## src/include/csacr_pkg.sv

```systemverilog
// Constants and types shared by the current-sense amplifier control register bank
package csacr_pkg;

  // Register addresses on the serial register interface
  localparam logic [3:0] ADDR_GATE_HS = 4'h3;
  localparam logic [3:0] ADDR_GATE_LS = 4'h4;
  localparam logic [3:0] ADDR_AMP_CFG = 4'h6;

  // Register width and frame shape
  localparam int REG_W = 11;
  localparam logic [4:0] FRAME_BITS = 5'h10;
  localparam logic [4:0] ADDR_DONE_BITS = 5'h05;

  // Field positions
  localparam int AMP_SEL_BIT = 10;
  localparam int LS_PATH_BIT = 8;
  localparam int LOCK_MSB = 10;
  localparam int LOCK_LSB = 8;

  // Write lock codes
  localparam logic [2:0] LOCK_ENGAGE = 3'h6;
  localparam logic [2:0] LOCK_RELEASE = 3'h3;

  // Reset values
  localparam logic [10:0] AMP_CFG_RST = 11'h283;
  localparam logic [7:0] GATE_HS_DRIVE_RST = 8'hFF;
  localparam logic [10:0] GATE_LS_RST = 11'h7FF;

  // Amplifier configuration, laid out exactly as the register bits 10..0
  typedef struct packed {
    logic amp_input_select;
    logic ref_half_div;
    logic lowside_measure_path;
    logic [1:0] amp_gain_code;
    logic sense_fault_disable;
    logic offset_cal_channel_a;
    logic offset_cal_channel_b;
    logic offset_cal_channel_c;
    logic [1:0] sense_trip_level;
  } csacr_amp_cfg_type;

  // Gate drive settings presented to the driver stage
  typedef struct packed {
    logic retry_autoclear; // Fault clears itself on the next drive input
    logic [1:0] drive_time; // Peak gate-current drive time code
    logic [3:0] hs_source;
    logic [3:0] hs_sink;
    logic [3:0] ls_source;
    logic [3:0] ls_sink;
  } csacr_gate_type;

  // One serial frame, most significant bit first
  typedef struct packed {
    logic read;
    logic [3:0] addr;
    logic [10:0] data;
  } csacr_frame_type;

endpackage

```

## src/logic/csacr_reg_bank.sv

```systemverilog
// Current-sense amplifier control register with gate drive and write lock registers
//
// Overview of operation
// - Amplifier config at 0x06, only with amplifiers
// - Bit 10 selects input; 1 forces bit 8
// - Bit 9 picks full or half reference
// - Bit 8 picks low-side measurement path
// - Bits 7-6 set gain, reset 10b
// - Bit 5 set disables sense fault
// - Bits 4-2 short channels for calibration
// - Bits 1-0 set trip level, reset 11b
// - Gate strengths by register or single pin
// - Lock 110b blocks writes; 011b unlocks
module csacr_reg_bank
  import csacr_pkg::*;
#(
  parameter bit HAS_AMP = 1'b1, // Variant carries the shunt amplifiers
  parameter bit HW_VARIANT = 1'b0 // Variant takes gate strength from a pin
)
(
  // Clock and reset
  input wire logic clk_in,
  input wire logic resetn_in,
  // Serial register interface
  input wire logic sclk_in,
  input wire logic scs_n_in,
  input wire logic sdi_in,
  output logic sdo_out,
  output logic sdo_oe_out,
  // Pin-configured gate strength
  input wire logic [3:0] gate_strength_pin_in,
  // Configuration toward the analog blocks
  output csacr_amp_cfg_type amp_cfg_out,
  output csacr_gate_type gate_cfg_out,
  output logic write_locked_out
);

  // Whole state of the bank
  typedef struct packed {
    csacr_amp_cfg_type amp;
    logic locked;
    logic [7:0] hs_drive;
    logic [10:0] ls_reg;
    csacr_gate_type gate;
  } csacr_bank_state_type;

  csacr_bank_state_type st_r; // Registered state
  csacr_bank_state_type st_nxt; // Next state

  logic [3:0] lookup_addr; // Address under read
  logic [10:0] rd_data; // Read word for that address
  logic frame_done; // Whole frame received
  csacr_frame_type frame; // Its contents
  logic sdo_w; // Slave's registered output
  logic sdo_oe_w; // Slave's registered enable

  // Read view of one address; unmapped addresses read zero
  function automatic logic [10:0] read_word(input logic [3:0] addr, input csacr_bank_state_type s);
    logic [10:0] w;
    w = 11'h000;
    case (addr)
      ADDR_GATE_HS: w = {(s.locked ? LOCK_ENGAGE : LOCK_RELEASE), s.hs_drive};
      ADDR_GATE_LS: w = s.ls_reg;
      ADDR_AMP_CFG: w = HAS_AMP ? s.amp : 11'h000;
      default: w = 11'h000;
    endcase
    return w;
  endfunction

  assign rd_data = read_word(lookup_addr, st_r);

  // Frame receiver
  csacr_spi_slave u_spi (
    .clk_in(clk_in),
    .resetn_in(resetn_in),
    .sclk_in(sclk_in),
    .scs_n_in(scs_n_in),
    .sdi_in(sdi_in),
    .sdo_out(sdo_w),
    .sdo_oe_out(sdo_oe_w),
    .lookup_addr_out(lookup_addr),
    .rd_data_in(rd_data),
    .frame_done_out(frame_done),
    .frame_out(frame)
  );

  // Register writes, lock handling and gate setting selection
  always_comb
  begin
    st_nxt = st_r;
    if (frame_done && !frame.read)
    begin
      case (frame.addr)
        ADDR_GATE_HS:
        begin
          // Lock field is always decoded; other codes change nothing
          if (!st_r.locked && frame.data[LOCK_MSB:LOCK_LSB] == LOCK_ENGAGE)
          begin
            st_nxt.locked = 1'b1;
          end
          else if (st_r.locked && frame.data[LOCK_MSB:LOCK_LSB] == LOCK_RELEASE)
          begin
            st_nxt.locked = 1'b0;
          end
          if (!st_r.locked)
          begin
            st_nxt.hs_drive = frame.data[7:0];
          end
        end
        ADDR_GATE_LS:
        begin
          if (!st_r.locked)
          begin
            st_nxt.ls_reg = frame.data;
          end
        end
        ADDR_AMP_CFG:
        begin
          // Whole word stored: reference, path, gain, fault, calibration, trip level
          if (!st_r.locked && HAS_AMP)
          begin
            st_nxt.amp = frame.data;
            if (frame.data[AMP_SEL_BIT])
            begin
              st_nxt.amp.lowside_measure_path = 1'b1;
            end
          end
        end
        default:
        begin
          // Other addresses belong to other blocks
        end
      endcase
    end
    // Gate settings: the pin variant drives source and sink from one code
    st_nxt.gate.retry_autoclear = st_r.ls_reg[10];
    st_nxt.gate.drive_time = st_r.ls_reg[9:8];
    if (HW_VARIANT)
    begin
      st_nxt.gate.hs_source = gate_strength_pin_in;
      st_nxt.gate.hs_sink = gate_strength_pin_in;
      st_nxt.gate.ls_source = gate_strength_pin_in;
      st_nxt.gate.ls_sink = gate_strength_pin_in;
    end
    else
    begin
      st_nxt.gate.hs_source = st_r.hs_drive[7:4];
      st_nxt.gate.hs_sink = st_r.hs_drive[3:0];
      st_nxt.gate.ls_source = st_r.ls_reg[7:4];
      st_nxt.gate.ls_sink = st_r.ls_reg[3:0];
    end
  end

  // State register; gate outputs settle one cycle after a write
  always_ff @(posedge clk_in)
  begin
    if (!resetn_in)
    begin
      st_r.amp <= AMP_CFG_RST;
      st_r.locked <= 1'b0;
      st_r.hs_drive <= GATE_HS_DRIVE_RST;
      st_r.ls_reg <= GATE_LS_RST;
      st_r.gate <= {GATE_LS_RST[10:8], GATE_HS_DRIVE_RST, GATE_LS_RST[7:0]};
    end
    else
    begin
      st_r <= st_nxt;
    end
  end

  // Outputs straight from flip-flops
  assign amp_cfg_out = st_r.amp;
  assign gate_cfg_out = st_r.gate;
  assign write_locked_out = st_r.locked;
  assign sdo_out = sdo_w;
  assign sdo_oe_out = sdo_oe_w;
endmodule // csacr_reg_bank

```

## src/logic/csacr_spi_slave.sv

```systemverilog
// Serial frame receiver and read-data shifter for the register bank
module csacr_spi_slave
  import csacr_pkg::*;
(
  // Clock and reset
  input wire logic clk_in,
  input wire logic resetn_in,
  // Serial pins, sampled on clk_in
  input wire logic sclk_in,
  input wire logic scs_n_in,
  input wire logic sdi_in,
  output logic sdo_out,
  output logic sdo_oe_out,
  // Read lookup toward the register bank
  output logic [3:0] lookup_addr_out,
  input wire logic [10:0] rd_data_in,
  // Completed frame
  output logic frame_done_out,
  output csacr_frame_type frame_out
);

  // Whole state of the receiver
  typedef struct packed {
    logic sclk_d;
    logic scs_n_d;
    logic [4:0] bit_cnt;
    csacr_frame_type shift;
    logic [10:0] tx;
    logic sdo;
    logic sdo_oe;
    logic done;
    csacr_frame_type frame;
  } csacr_spi_state_type;

  csacr_spi_state_type st_r; // Registered state
  csacr_spi_state_type st_nxt; // Next state

  // Address is complete together with the fifth captured bit
  assign lookup_addr_out = {st_r.shift[2:0], sdi_in};

  // Data captured on falling sclk, driven on rising sclk
  always_comb
  begin
    st_nxt = st_r;
    st_nxt.sclk_d = sclk_in;
    st_nxt.scs_n_d = scs_n_in;
    st_nxt.done = 1'b0;
    if (scs_n_in)
    begin
      // Idle: release the output, accept only whole frames
      st_nxt.sdo_oe = 1'b0;
      st_nxt.sdo = 1'b0;
      if (!st_r.scs_n_d && st_r.bit_cnt == FRAME_BITS)
      begin
        st_nxt.done = 1'b1;
        st_nxt.frame = st_r.shift;
      end
    end
    else if (st_r.scs_n_d)
    begin
      // Frame start
      st_nxt.bit_cnt = 5'h00;
      st_nxt.sdo_oe = 1'b1;
      st_nxt.sdo = 1'b0;
      st_nxt.tx = 11'h000;
    end
    else
    begin
      // Falling edge: capture, extra bits beyond a frame are dropped
      if (!sclk_in && st_r.sclk_d && st_r.bit_cnt != FRAME_BITS)
      begin
        st_nxt.shift = {st_r.shift[14:0], sdi_in};
        st_nxt.bit_cnt = 5'(st_r.bit_cnt + 5'h01);
        if (st_r.bit_cnt == 5'(ADDR_DONE_BITS - 5'h01))
        begin
          st_nxt.tx = rd_data_in;
        end
      end
      // Rising edge: next read bit, zeros before the data
      if (sclk_in && !st_r.sclk_d)
      begin
        st_nxt.sdo = st_r.tx[10];
        st_nxt.tx = {st_r.tx[9:0], 1'b0};
      end
    end
  end

  // State register
  always_ff @(posedge clk_in)
  begin
    if (!resetn_in)
    begin
      st_r <= '0;
    end
    else
    begin
      st_r <= st_nxt;
    end
  end

  assign sdo_out = st_r.sdo;
  assign sdo_oe_out = st_r.sdo_oe;
  assign frame_done_out = st_r.done;
  assign frame_out = st_r.frame;

endmodule // csacr_spi_slave

```

## config.mk

```make
export PLATFORM = sky130hd
export DESIGN_NAME = csacr_reg_bank
export DESIGN_NICKNAME = d
export VERILOG_FILES = /design/src/include/csacr_pkg.sv /design/src/logic/csacr_reg_bank.sv /design/src/logic/csacr_spi_slave.sv
export SDC_FILE = /design/constraint.sdc
export NUM_CORES = 1
export LEC_CHECK = 0
export ABC_AREA = 1
export ABC_CLOCK_PERIOD_IN_PS = 1850
export BUFFER_PORTS_ARGS = -buffer_cell sky130_fd_sc_hd__buf_4
export CORE_MARGIN = 2
export CORE_UTILIZATION = 40
export DETAILED_ROUTE_END_ITERATION = 8
export PLACE_DENSITY = 0.67
export SLEW_MARGIN = 40
export SYNTH_ARGS = -nofsm -noshare
export SYNTH_HDL_FRONTEND = slang
export SYNTH_SLANG_ARGS = --single-unit
```

## constraint.sdc

```tcl
create_clock -name clk_in -period 1.85 [get_ports clk_in]
set_input_delay 0.0925 -clock clk_in [delete_from_list [all_inputs] [get_ports clk_in]]
set_output_delay 0.0925 -clock clk_in [all_outputs]
set_load 0.02 [all_outputs]
```

# == Word level (Yosys, flattened, before mapping) ==
# Cells that the tools add are included.
# classes
add_sub_neg,1
eq_ne,11
mux,11
bitwise,4
n_reduce_logical,27
# ops
operator,count
case mux 11 bit (3 select lines),1
2-to-1 mux 32 bit,1
2-to-1 mux 12 bit,2
AND reduction 3 bit,6
2-to-1 mux 17 bit,1
== test 4 x 3 -> 1 bit (second input constant),4
2-to-1 mux 11 bit,1
== test 4 x 2 -> 1 bit (second input constant),2
logical AND 1 bit,7
AND reduction 2 bit,3
nonzero test 3 bit,2
adder 5 x 1 -> 5 bit (second input constant),1
== test 5 x 3 -> 1 bit (second input constant),1
== test 5 bit (second input constant),1
zero test 1 bit,5
2-to-1 mux 5 bit,1
inequality test 5 bit (second input constant),1
inverter 1 bit,4
nonzero test 2 bit,2
== test 3 x 2 -> 1 bit (second input constant),1
== test 3 bit (second input constant),1
2-to-1 mux 1 bit,3
2-to-1 mux 3 bit,1
OR reduction 3 bit,1
OR reduction 2 bit,1
# word_totals
register_bits,103
input_bits,9
out_inout_bits,33
wordCells,85

# == Depth between registers and ports, before layout ==
# Gate-level depths: netlist of run 1.
# logic_depth
word_depth,6
ltp_mapped,12
depth_no_buf,11

# == Cells and area by module ==
# A second synthesis of run 1 with hierarchy kept.
# hier_totals
hier_cells,573
hier_area_um2,4331.7
# modules_own_cells
module,n_inst,cells_per_inst,area_each_um2
csacr_spi_slave,1,309,2308.5
csacr_reg_bank,1,264,2023.2

# == Worst setup path after synthesis of run 1 ==
# OpenSTA, ideal clock, no wires.
# synth_timing
path_kind,register -> register
from,register u_spi.st_r[46] in the netlist's numbering
to,register u_spi.st_r (netlist bit u_spi.frame_out[4])
setup_ps,119
arrival_time_ps,1294
slack_ps,437
stages_incl_launch_ff,11
synth_period_minus_slack_ps,1413
cell_sequence,dfxtp_1 > inv_1 > ha_1 > inv_1 > nor2_2 > nand3_2 > nor2_2 > nand2_2 > buf_2 > o21ai_0 > a21oi_1
# synth_between
elab_chain_len,3
# synth_lines
element,line,source
from (decl),csacr_spi_slave.sv:35,csacr_spi_state_type st_r;
from (signal assigned),csacr_spi_slave.sv:97,st_r <= st_nxt;
== test 5 bit,csacr_spi_slave.sv:53,if (!st_r.scs_n_d && st_r.bit_cnt == FRAME_BITS)
logical AND 1 bit,csacr_spi_slave.sv:53,
AND reduction 2 bit (no line),n/a,
# No other way between the ends.
# A chain may end at the register's enable or synchronous reset.

# == Worst setup path in the final report of run 1 ==
# layout_timing
from,register u_spi.st_r[46] in the netlist's numbering
to,register u_spi.st_r[29] in the netlist's numbering
# layout_between
elab_chain_len,4
elab_cells_between_ends,6
classes_between,eq/ne: 2; reduce/logical: 4
# layout_lines
element,line,source
inequality test 5 bit,csacr_spi_slave.sv:70,if (!sclk_in && st_r.sclk_d && st_r.bit_cnt != FRAME_BITS)
logical AND 1 bit,csacr_spi_slave.sv:70,
nonzero test 3 bit (no line),n/a,
AND reduction 3 bit (no line) (*),n/a,
# Every way passes the cells marked *; elsewhere a longest branch is shown, timed or not.

==> results of run 1 <==
repair_timing:
action	4_1_cts	5_1_grt
hold endpoints to repair	3	0
setup endpoints to repair	0	1
hold buffers	2	0
setup buffers	0	0
synthesized netlist by cell type:
| master | instances |
|---|---|
| clkbuf_1 | 10 |
| nor2_2 | 4 |
| o21ai_0 | 13 |
| inv_4 | 1 |
| inv_2 | 4 |
| ha_1 | 2 |
| o211ai_1 | 23 |
| dfxtp_1 | 103 |
| nor2_1 | 14 |
| inv_1 | 36 |
| xor2_1 | 2 |
| buf_6 | 1 |
| nand3_2 | 1 |
| nand4_1 | 1 |
| nor3_1 | 3 |
| nor2_4 | 3 |
| nor3_2 | 1 |
| buf_8 | 1 |
| nand3_1 | 50 |
| nand4_4 | 1 |
| nand2_2 | 4 |
| o21ai_1 | 12 |
| nand2_1 | 133 |
| buf_2 | 11 |
| a21oi_1 | 52 |
| or2_2 | 16 |
| a21oi_2 | 2 |
| buf_4 | 5 |
| a211oi_2 | 1 |
worst max-delay path: cells and delay by family (launching register included):
kind	cells	cell delay [ns]
AOI/OAI and AO/OA	1	0.12
adders and majority gates	1	0.15
buffers and inverters	2	0.13
DFF	1	0.34
and+or+nand+nor	6	0.86
cells by family (layout without fill, tap and decap cells):
family                   Yosys count  count (layout)  synth area share (%)
adder cells (fa/ha/maj)            2               2                 0.617
XOR/XNOR                           2               2                 0.432
AND/OR/NAND/NOR                  231             232                  25.9
flip-flops                       103             103                  50.9
buffers and inverters             69             105                  7.72
AO/OA/AOI/OAI                    103             103                  14.5
path summary, 6_finish.rpt:
check                                                 start  slack (ns)                                    end  cells after the start
worst max register to register  u_spi.st_r[46]$_SDFFE_PN0P_        0.20            u_spi.st_r[29]$_SDFFE_PN0P_                     10
worst min-delay path                                 sdi_in        0.05  u_spi.lookup_addr_out[1]$_SDFFE_PN0P_                      3
worst min register to register      st_nxt[10]$_SDFFE_PN1P_        0.46            gate_cfg_out[10]$_SDFF_PN1_                      2
worst max-delay path            u_spi.st_r[46]$_SDFFE_PN0P_        0.20            u_spi.st_r[29]$_SDFFE_PN0P_                     10
sequential cells by signal (all words and copies together) (netlist names):
register,cells
u_spi.frame_out,16
gate_cfg_out,19
write_locked_out,1
u_spi.frame_done_out,1
u_spi.st_r,31
amp_cfg_out,11
st_nxt,19
u_spi.sdo_oe_out,1
u_spi.sdo_out,1
u_spi.lookup_addr_out,3
placed cells by master (no fill, tap or decap), types with 2 or more instances in the layout:
cell and n:
nand2_1 133, dfxtp_1 103, a21oi_1 52, nand3_1 50, buf_4 44, inv_1 36, o211ai_1 23, or2_2 16
nor2_1 14, o21ai_0 13, o21ai_1 12, clkbuf_8 9, nor2_2 5, inv_2 4, nand2_2 4, clkinvlp_4 4
nor2_4 3, nor3_1 3, a21oi_2 2, xor2_1 2, ha_1 2, dlygate4sd3_1 2, buf_12 2
per-stage QoR:
step / power [mW] / worst slack [ns] / utilization, % / hold WS [ns] / area (um^2)
4_1_cts: 3.71 / 0.211 / 47.2 / 0.0455 / 4630
2_1_floorplan: 2.39 / 0.437 / - / 0.172 / 4050
6_report: 3.69 / 0.200 / 47.2 / 0.0502 / 4640
3_3_place_gp: 2.43 / 0.297 / 45.2 / 0.316 / 4430
5_1_grt: 3.83 / 0.000716 / 47.2 / 0.0616 / 4640
3_5_place_dp: 2.43 / 0.229 / 45.2 / 0.322 / 4430
metal layers:
metal,part of all wire [%],global-route usage (%)
met4,2.1,6.00
met2,49,29.5
met3,3.9,3.43
met1,45,20.5
met5,0,0
cell type report:
class,instances,area (um^2)
clock inverters,7,55.1
flip-flops and latches,103,2060
clock buffers,9,124
multi-input cells,339,1690
fillers,1008,5180
repair buffers,48,390
inverters,41,156
well taps,133,166
power breakdown:
part,switching [mW],total [mW],internal (mW)
Clock,0.805,1.30,0.500
Sequential,0.00701,2.23,2.22
Combinational,0.112,0.157,0.0456
==> reports/metrics.yaml, run 1 <==
drt:
  drt-pass1-iter-count: 6
  antenna_left: 0
  drc_errors: 0
  wirelength_um: 8780
  drt_iter0_markers: 173
  vias: 3416
  routed_via_density: 5.02
  post_drt_wl_per_cell_um: 12.9
synthesis:
  synth_cell_types: 29
  netlist_area_um2: 4050
  synth.area.top_cells: "dfxtp_1, nand2_1, a21oi_1, nand3_1, o211ai_1"
  syn_avg_cell_area_um2: 7.95
  synthCells: 510
  yosysSeqAreaShare_pct: 50.9
  yosysWarnings: 0
  synth_top_area_cell: "dfxtp_1"
  ys_ff_latch: 103
  synth_nets: 521
  yosysTopAreaCellShare_pct: 50.9
clock_tree:
  cts_root_buffer: "clkbuf_8"
  clk_pin_slew_ns: 0.10
  clock_sinks: 103
  clk_latency_ns: 0.37
  post_cts_resized: 0
  cts_tree: "done"
  clockBufferDepth: 2
  cts_buffers: 9
  h-tree-depth: 3
finish:
  insertedDiodeCount: 0
  stdcell_count: 680
  nNetsFinal: 553
  synthToLayoutAreaGrowth_pct: 14.4
  layout-drive-gt1-share_pct: 18.5
timing:
  setup_viol: 0
  slew-limit-headroom_pct: 54.6
  rsz0062_at_grt: "false"
  worst_slew_pin_slew_ns: 0.680
  finalSetupTns_ns: 0
  maxSlewViolCount: 0
  period_share_pct: 89.2
  finClkSkew_ns: 0.0125
  hold_viol_final: 0
  fmax_mhz: 606
  min_period_ns: 1.65
pwr:
  power_density_nw_per_um2: 796
  power.leakage_nw: 1.88
  max-vdd-ir-drop_v: 0.000338
global_route:
  grt_pass1_wl_um: 15100
  overflow: 0
  grt_max_degree: 57
  first_global_vias: 3173
  grtUsageTotal_pct: 16.9
  antenna_found_initial: 0
place:
  dp_cells: 661
  gp_congestion: 0.800
  port_buffers: 37
  place_hpwl_um: 6090
run_status:
  status: "finished, final reports clean"
setup_path:
  criticalPathCategory: "reg -> reg"
  required_ns: 2.16
  path_cells: "inv_1 > ha_1 > inv_1 > nor2_2 > nand3_1 > nand2_1 > nand2_2 > nor2_2 > nand2_1 > a21oi_1"
  endpoint_kind: "register"
  cp_max_fo: 12
  slowest_stage: "dfxtp_1"
  critPathLaunchType: "register"
  cp.arrival_ns: 1.96
  slowest_delay_ns: 0.34
floorplanning:
  num_rows: 36
  core_area_um2: 9820
  dieArea_um2: 11000
  chipWidth_um: 105
  start_util_pct: 41.3
  die_y_um: 105
  ios: 42
worst_hold_path:
  hold_path.class: "in -> reg"
job:
  maxCapViolations: 0
(Power assumes the default switching activity.)
==> run 2, diff against run 1 <==
--- a/config.mk
+++ b/config.mk
@@ -9,10 +9,11 @@
 export ABC_CLOCK_PERIOD_IN_PS = 1850
 export BUFFER_PORTS_ARGS = -buffer_cell sky130_fd_sc_hd__buf_4
 export CORE_MARGIN = 2
-export CORE_UTILIZATION = 40
+export CORE_UTILIZATION = 50
 export DETAILED_ROUTE_END_ITERATION = 8
-export PLACE_DENSITY = 0.67
+export PLACE_DENSITY = 0.78
 export SLEW_MARGIN = 40
 export SYNTH_ARGS = -nofsm -noshare
 export SYNTH_HDL_FRONTEND = slang
+export SYNTH_HIERARCHICAL = 1
 export SYNTH_SLANG_ARGS = --single-unit
==> run 2 against run 1 <==
Net effect:
- largest cell class unchanged
- critical endpoint is now u_spi/st_r[23]$_SDFFE_PN0P_
- global-route usage up 2.1 points
- hold slack got worse by 0.031 ns
- critical path depth decreased by 2
==> reports/metrics.yaml, run 2 <==
run_status:
  status: "finished, final reports clean"
clock_tree:
  cts_root_buffer: "clkbuf_8"
  cts_buffers: 9
  cts_setup_buffers: 0
  clk_pin_slew_ns: 0.10
  clk_latency_ns: 0.36
  h-tree-depth: 3
  clock_sinks: 103
  clockBufferDepth: 2
  cts_tree: "done"
synthesis:
  synth_edf_count: 0
  synth_nets: 584
  syn_avg_cell_area_um2: 7.56
  synth_cell_types: 31
  synth_ff_type: "dfxtp_1"
  yosysSeqAreaShare_pct: 47.6
  yosysWarnings: 6
  synth_top_area_cell: "dfxtp_1"
  synthCells: 573
  ys_ff_latch: 103
  synth_most_common_cell: "nand2_1"
  synth.area.top_cells: "dfxtp_1, nand2_1, a21oi_1, inv_1, nand3_1"
  yosysTopAreaCellShare_pct: 47.6
  synthTopCellsByCount: "nand2_1, dfxtp_1, inv_1"
  netlist_area_um2: 4330
  synth_async_sr_flop_share_pct: 0
setup_path:
  criticalPathCategory: "reg -> reg"
  critPathLaunchType: "register"
  cp.arrival_ns: 2.05
  worst-path-buf-inv: 1
  critPathTopFamily: "simple AND/OR/NAND/NOR gates"
  worst_path_most_repeated_cell: "nand2_1"
  endpoint_kind: "register"
  required_ns: 2.14
  r2r_start: "u_spi/lookup_addr_out[2]$_SDFFE_PN0P_"
  path_cells: "inv_1 > nor2_1 > nand2_1 > o221ai_1 > nand3_1 > nand2_1 > nand2_1 > a21oi_1"
  r2r_slack_ns: 0.09
  rr_worst_depth: 8
  slowest_stage: "o221ai_1"
  reg2reg_to: "u_spi/st_r[23]$_SDFFE_PN0P_"
  slowest_delay_ns: 0.44
  cp_max_fo: 11
job:
  maxCapViolations: 0
place:
  dp_cells: 674
  place_hpwl_um: 6000
  gp_congestion: 0.865
  dpl_cell_area_um2: 4490
  port_buffers: 37
global_route:
  first_global_vias: 3218
  grtUsageTotal_pct: 19.0
  overflow: 0
  antenna_found_initial: 0
  grt_max_degree: 67
  grt_pass1_wl_um: 14700
drt:
  drt-pass1-iter-count: 5
  antenna_left: 0
  routed_via_density: 5.18
  post_drt_wl_per_cell_um: 12.7
  drt_iter0_markers: 274
  wirelength_um: 8810
  drc_errors: 0
  vias: 3593
finish:
  top_register: "u_spi/st_r"
  stdcell_count: 693
  largest_reg_flops: 31
  fin_area_um2: 4730
  nFillCells: 752
  final_common_cell: "nand2_1"
  final_cell_mix: "nand2_1, dfxtp_1, inv_1, a21oi_1"
  insertedDiodeCount: 0
  nNetsFinal: 595
  synthToLayoutAreaGrowth_pct: 9.21
  layout-drive-gt1-share_pct: 13.4
timing:
  fmax_mhz: 568
  worst_slew_pin_slew_ns: 0.621
  hold_viol_final: 0
  setup_viol: 0
  maxSlewViolCount: 0
  finalSetupTns_ns: 0
  rsz0062_at_grt: "false"
  period_share_pct: 95.2
  slew-limit-headroom_pct: 58.6
  finClkSkew_ns: 0.00860
  min_period_ns: 1.76
worst_hold_path:
  min-delay-start: "sdi_in"
  min_to: "u_spi/lookup_addr_out[1]$_SDFFE_PN0P_"
  hold_path.class: "in -> reg"
  hold_depth: 3
floorplanning:
  core_area_um2: 8300
  ios: 42
  chipWidth_um: 97.1
  dieArea_um2: 9420
  start_util_pct: 52.2
  die_y_um: 97.1
  num_rows: 33
pwr:
  power_mw: 3.76
  max-vdd-ir-drop_v: 0.000419
  power.leakage_nw: 2.04
  power_density_nw_per_um2: 794
## run 2: cell count changes in the layout (fill, tap and decap cells not counted), sizes merged, moves of 7 or more
| cell | before | now |
|---|---|---|
| o211ai | 23 | 6 |
| nor2 | 22 | 38 |
| nand2 | 137 | 164 |
| nand4 | 2 | 11 |
| or2 | 16 | 1 |
| inv | 43 | 65 |
| o21ai | 25 | 18 |
| o221ai | 0 | 10 |
## run 2: worst max-delay path by stage
stage / from / to / slack (ns) / cells after the start
2_1_floorplan: u_spi/lookup_addr_out[3]$_SDFFE_PN0P_ / u_spi/st_r[28]$_SDFFE_PN0P_ / 0.45 / 11
3_3_place_gp: u_spi/lookup_addr_out[2]$_SDFFE_PN0P_ / u_spi/st_r[24]$_SDFFE_PN0P_ / 0.23 / 8
3_5_place_dp: u_spi/lookup_addr_out[2]$_SDFFE_PN0P_ / u_spi/st_r[23]$_SDFFE_PN0P_ / 0.16 / 8
4_1_cts: u_spi/lookup_addr_out[2]$_SDFFE_PN0P_ / u_spi/st_r[23]$_SDFFE_PN0P_ / 0.11 / 8
5_1_grt: u_spi/lookup_addr_out[2]$_SDFFE_PN0P_ / u_spi/st_r[29]$_SDFFE_PN0P_ / 0.005 / 8
6_report: u_spi/lookup_addr_out[2]$_SDFFE_PN0P_ / u_spi/st_r[23]$_SDFFE_PN0P_ / 0.09 / 8
## run 2: layout make-up
type / count / area (um^2) / share of cell area [%]
inverter: 64 / 240 / 5.08
tap: 105 / 131 / 2.78
clock buffer: 11 / 141 / 2.99
timing repair buffer: 50 / 385 / 8.15
multi-input combinational: 356 / 1720 / 36.3
clock inverter: 4 / 55.1 / 1.16
sequential: 103 / 2060 / 43.6
## run 2: worst min-delay path, delay by kind of cell
kind,cells,cell delay (ns)
compound gates,1,0.05
simple gates,1,0.06
buf+inv,1,0.13
## run 2: what timing repair did
action	CTS	global route
hold endpoints to repair	2	0
setup endpoints to repair	0	1
hold buffers	4	0
gates resized for setup	0	1
## run 2: where the power goes
part / internal [mW] / switching [mW] / leakage [nW]
logic: 0.0358 / 0.0886 / 1.11
clock network: 0.664 / 0.743 / 0.0960
registers: 2.22 / 0.00522 / 0.832
total: 2.92 / 0.837 / 2.04
## run 2: per-layer routing
metal  up-vias  share of wire [%]  global-route usage (%)
li1       1832                  -                       -
met1      1628                 44                    23.9
met2       117                 48                    31.8
met3        16                6.1                    4.89
met4         0                1.9                    6.07
met5         -                  0                       0
## run 2: cell families (layout without fill, tap and decap cells)
logic type      Yosys count  count (layout)  synth area share, %
buf+inv                 114             129                 12.9
flops                   103             103                 47.6
xor+xnor                  2               2                0.404
fa+ha+maj                 2               2                0.578
compound gates           84              84                 11.2
simple gates            268             268                 27.3
## run 2: per-stage QoR
stage | utilization [%] | worst slack [ns] | hold slack (ns)
after global routing | 57.0 | 0.00471 | 0.00639
after global placement | 54.1 | 0.229 | 0.292
after floorplan | - | 0.452 | 0.186
after CTS | 56.9 | 0.113 | 0.0124
after detailed placement | 54.1 | 0.161 | 0.301
final | 57.0 | 0.0893 | 0.0188
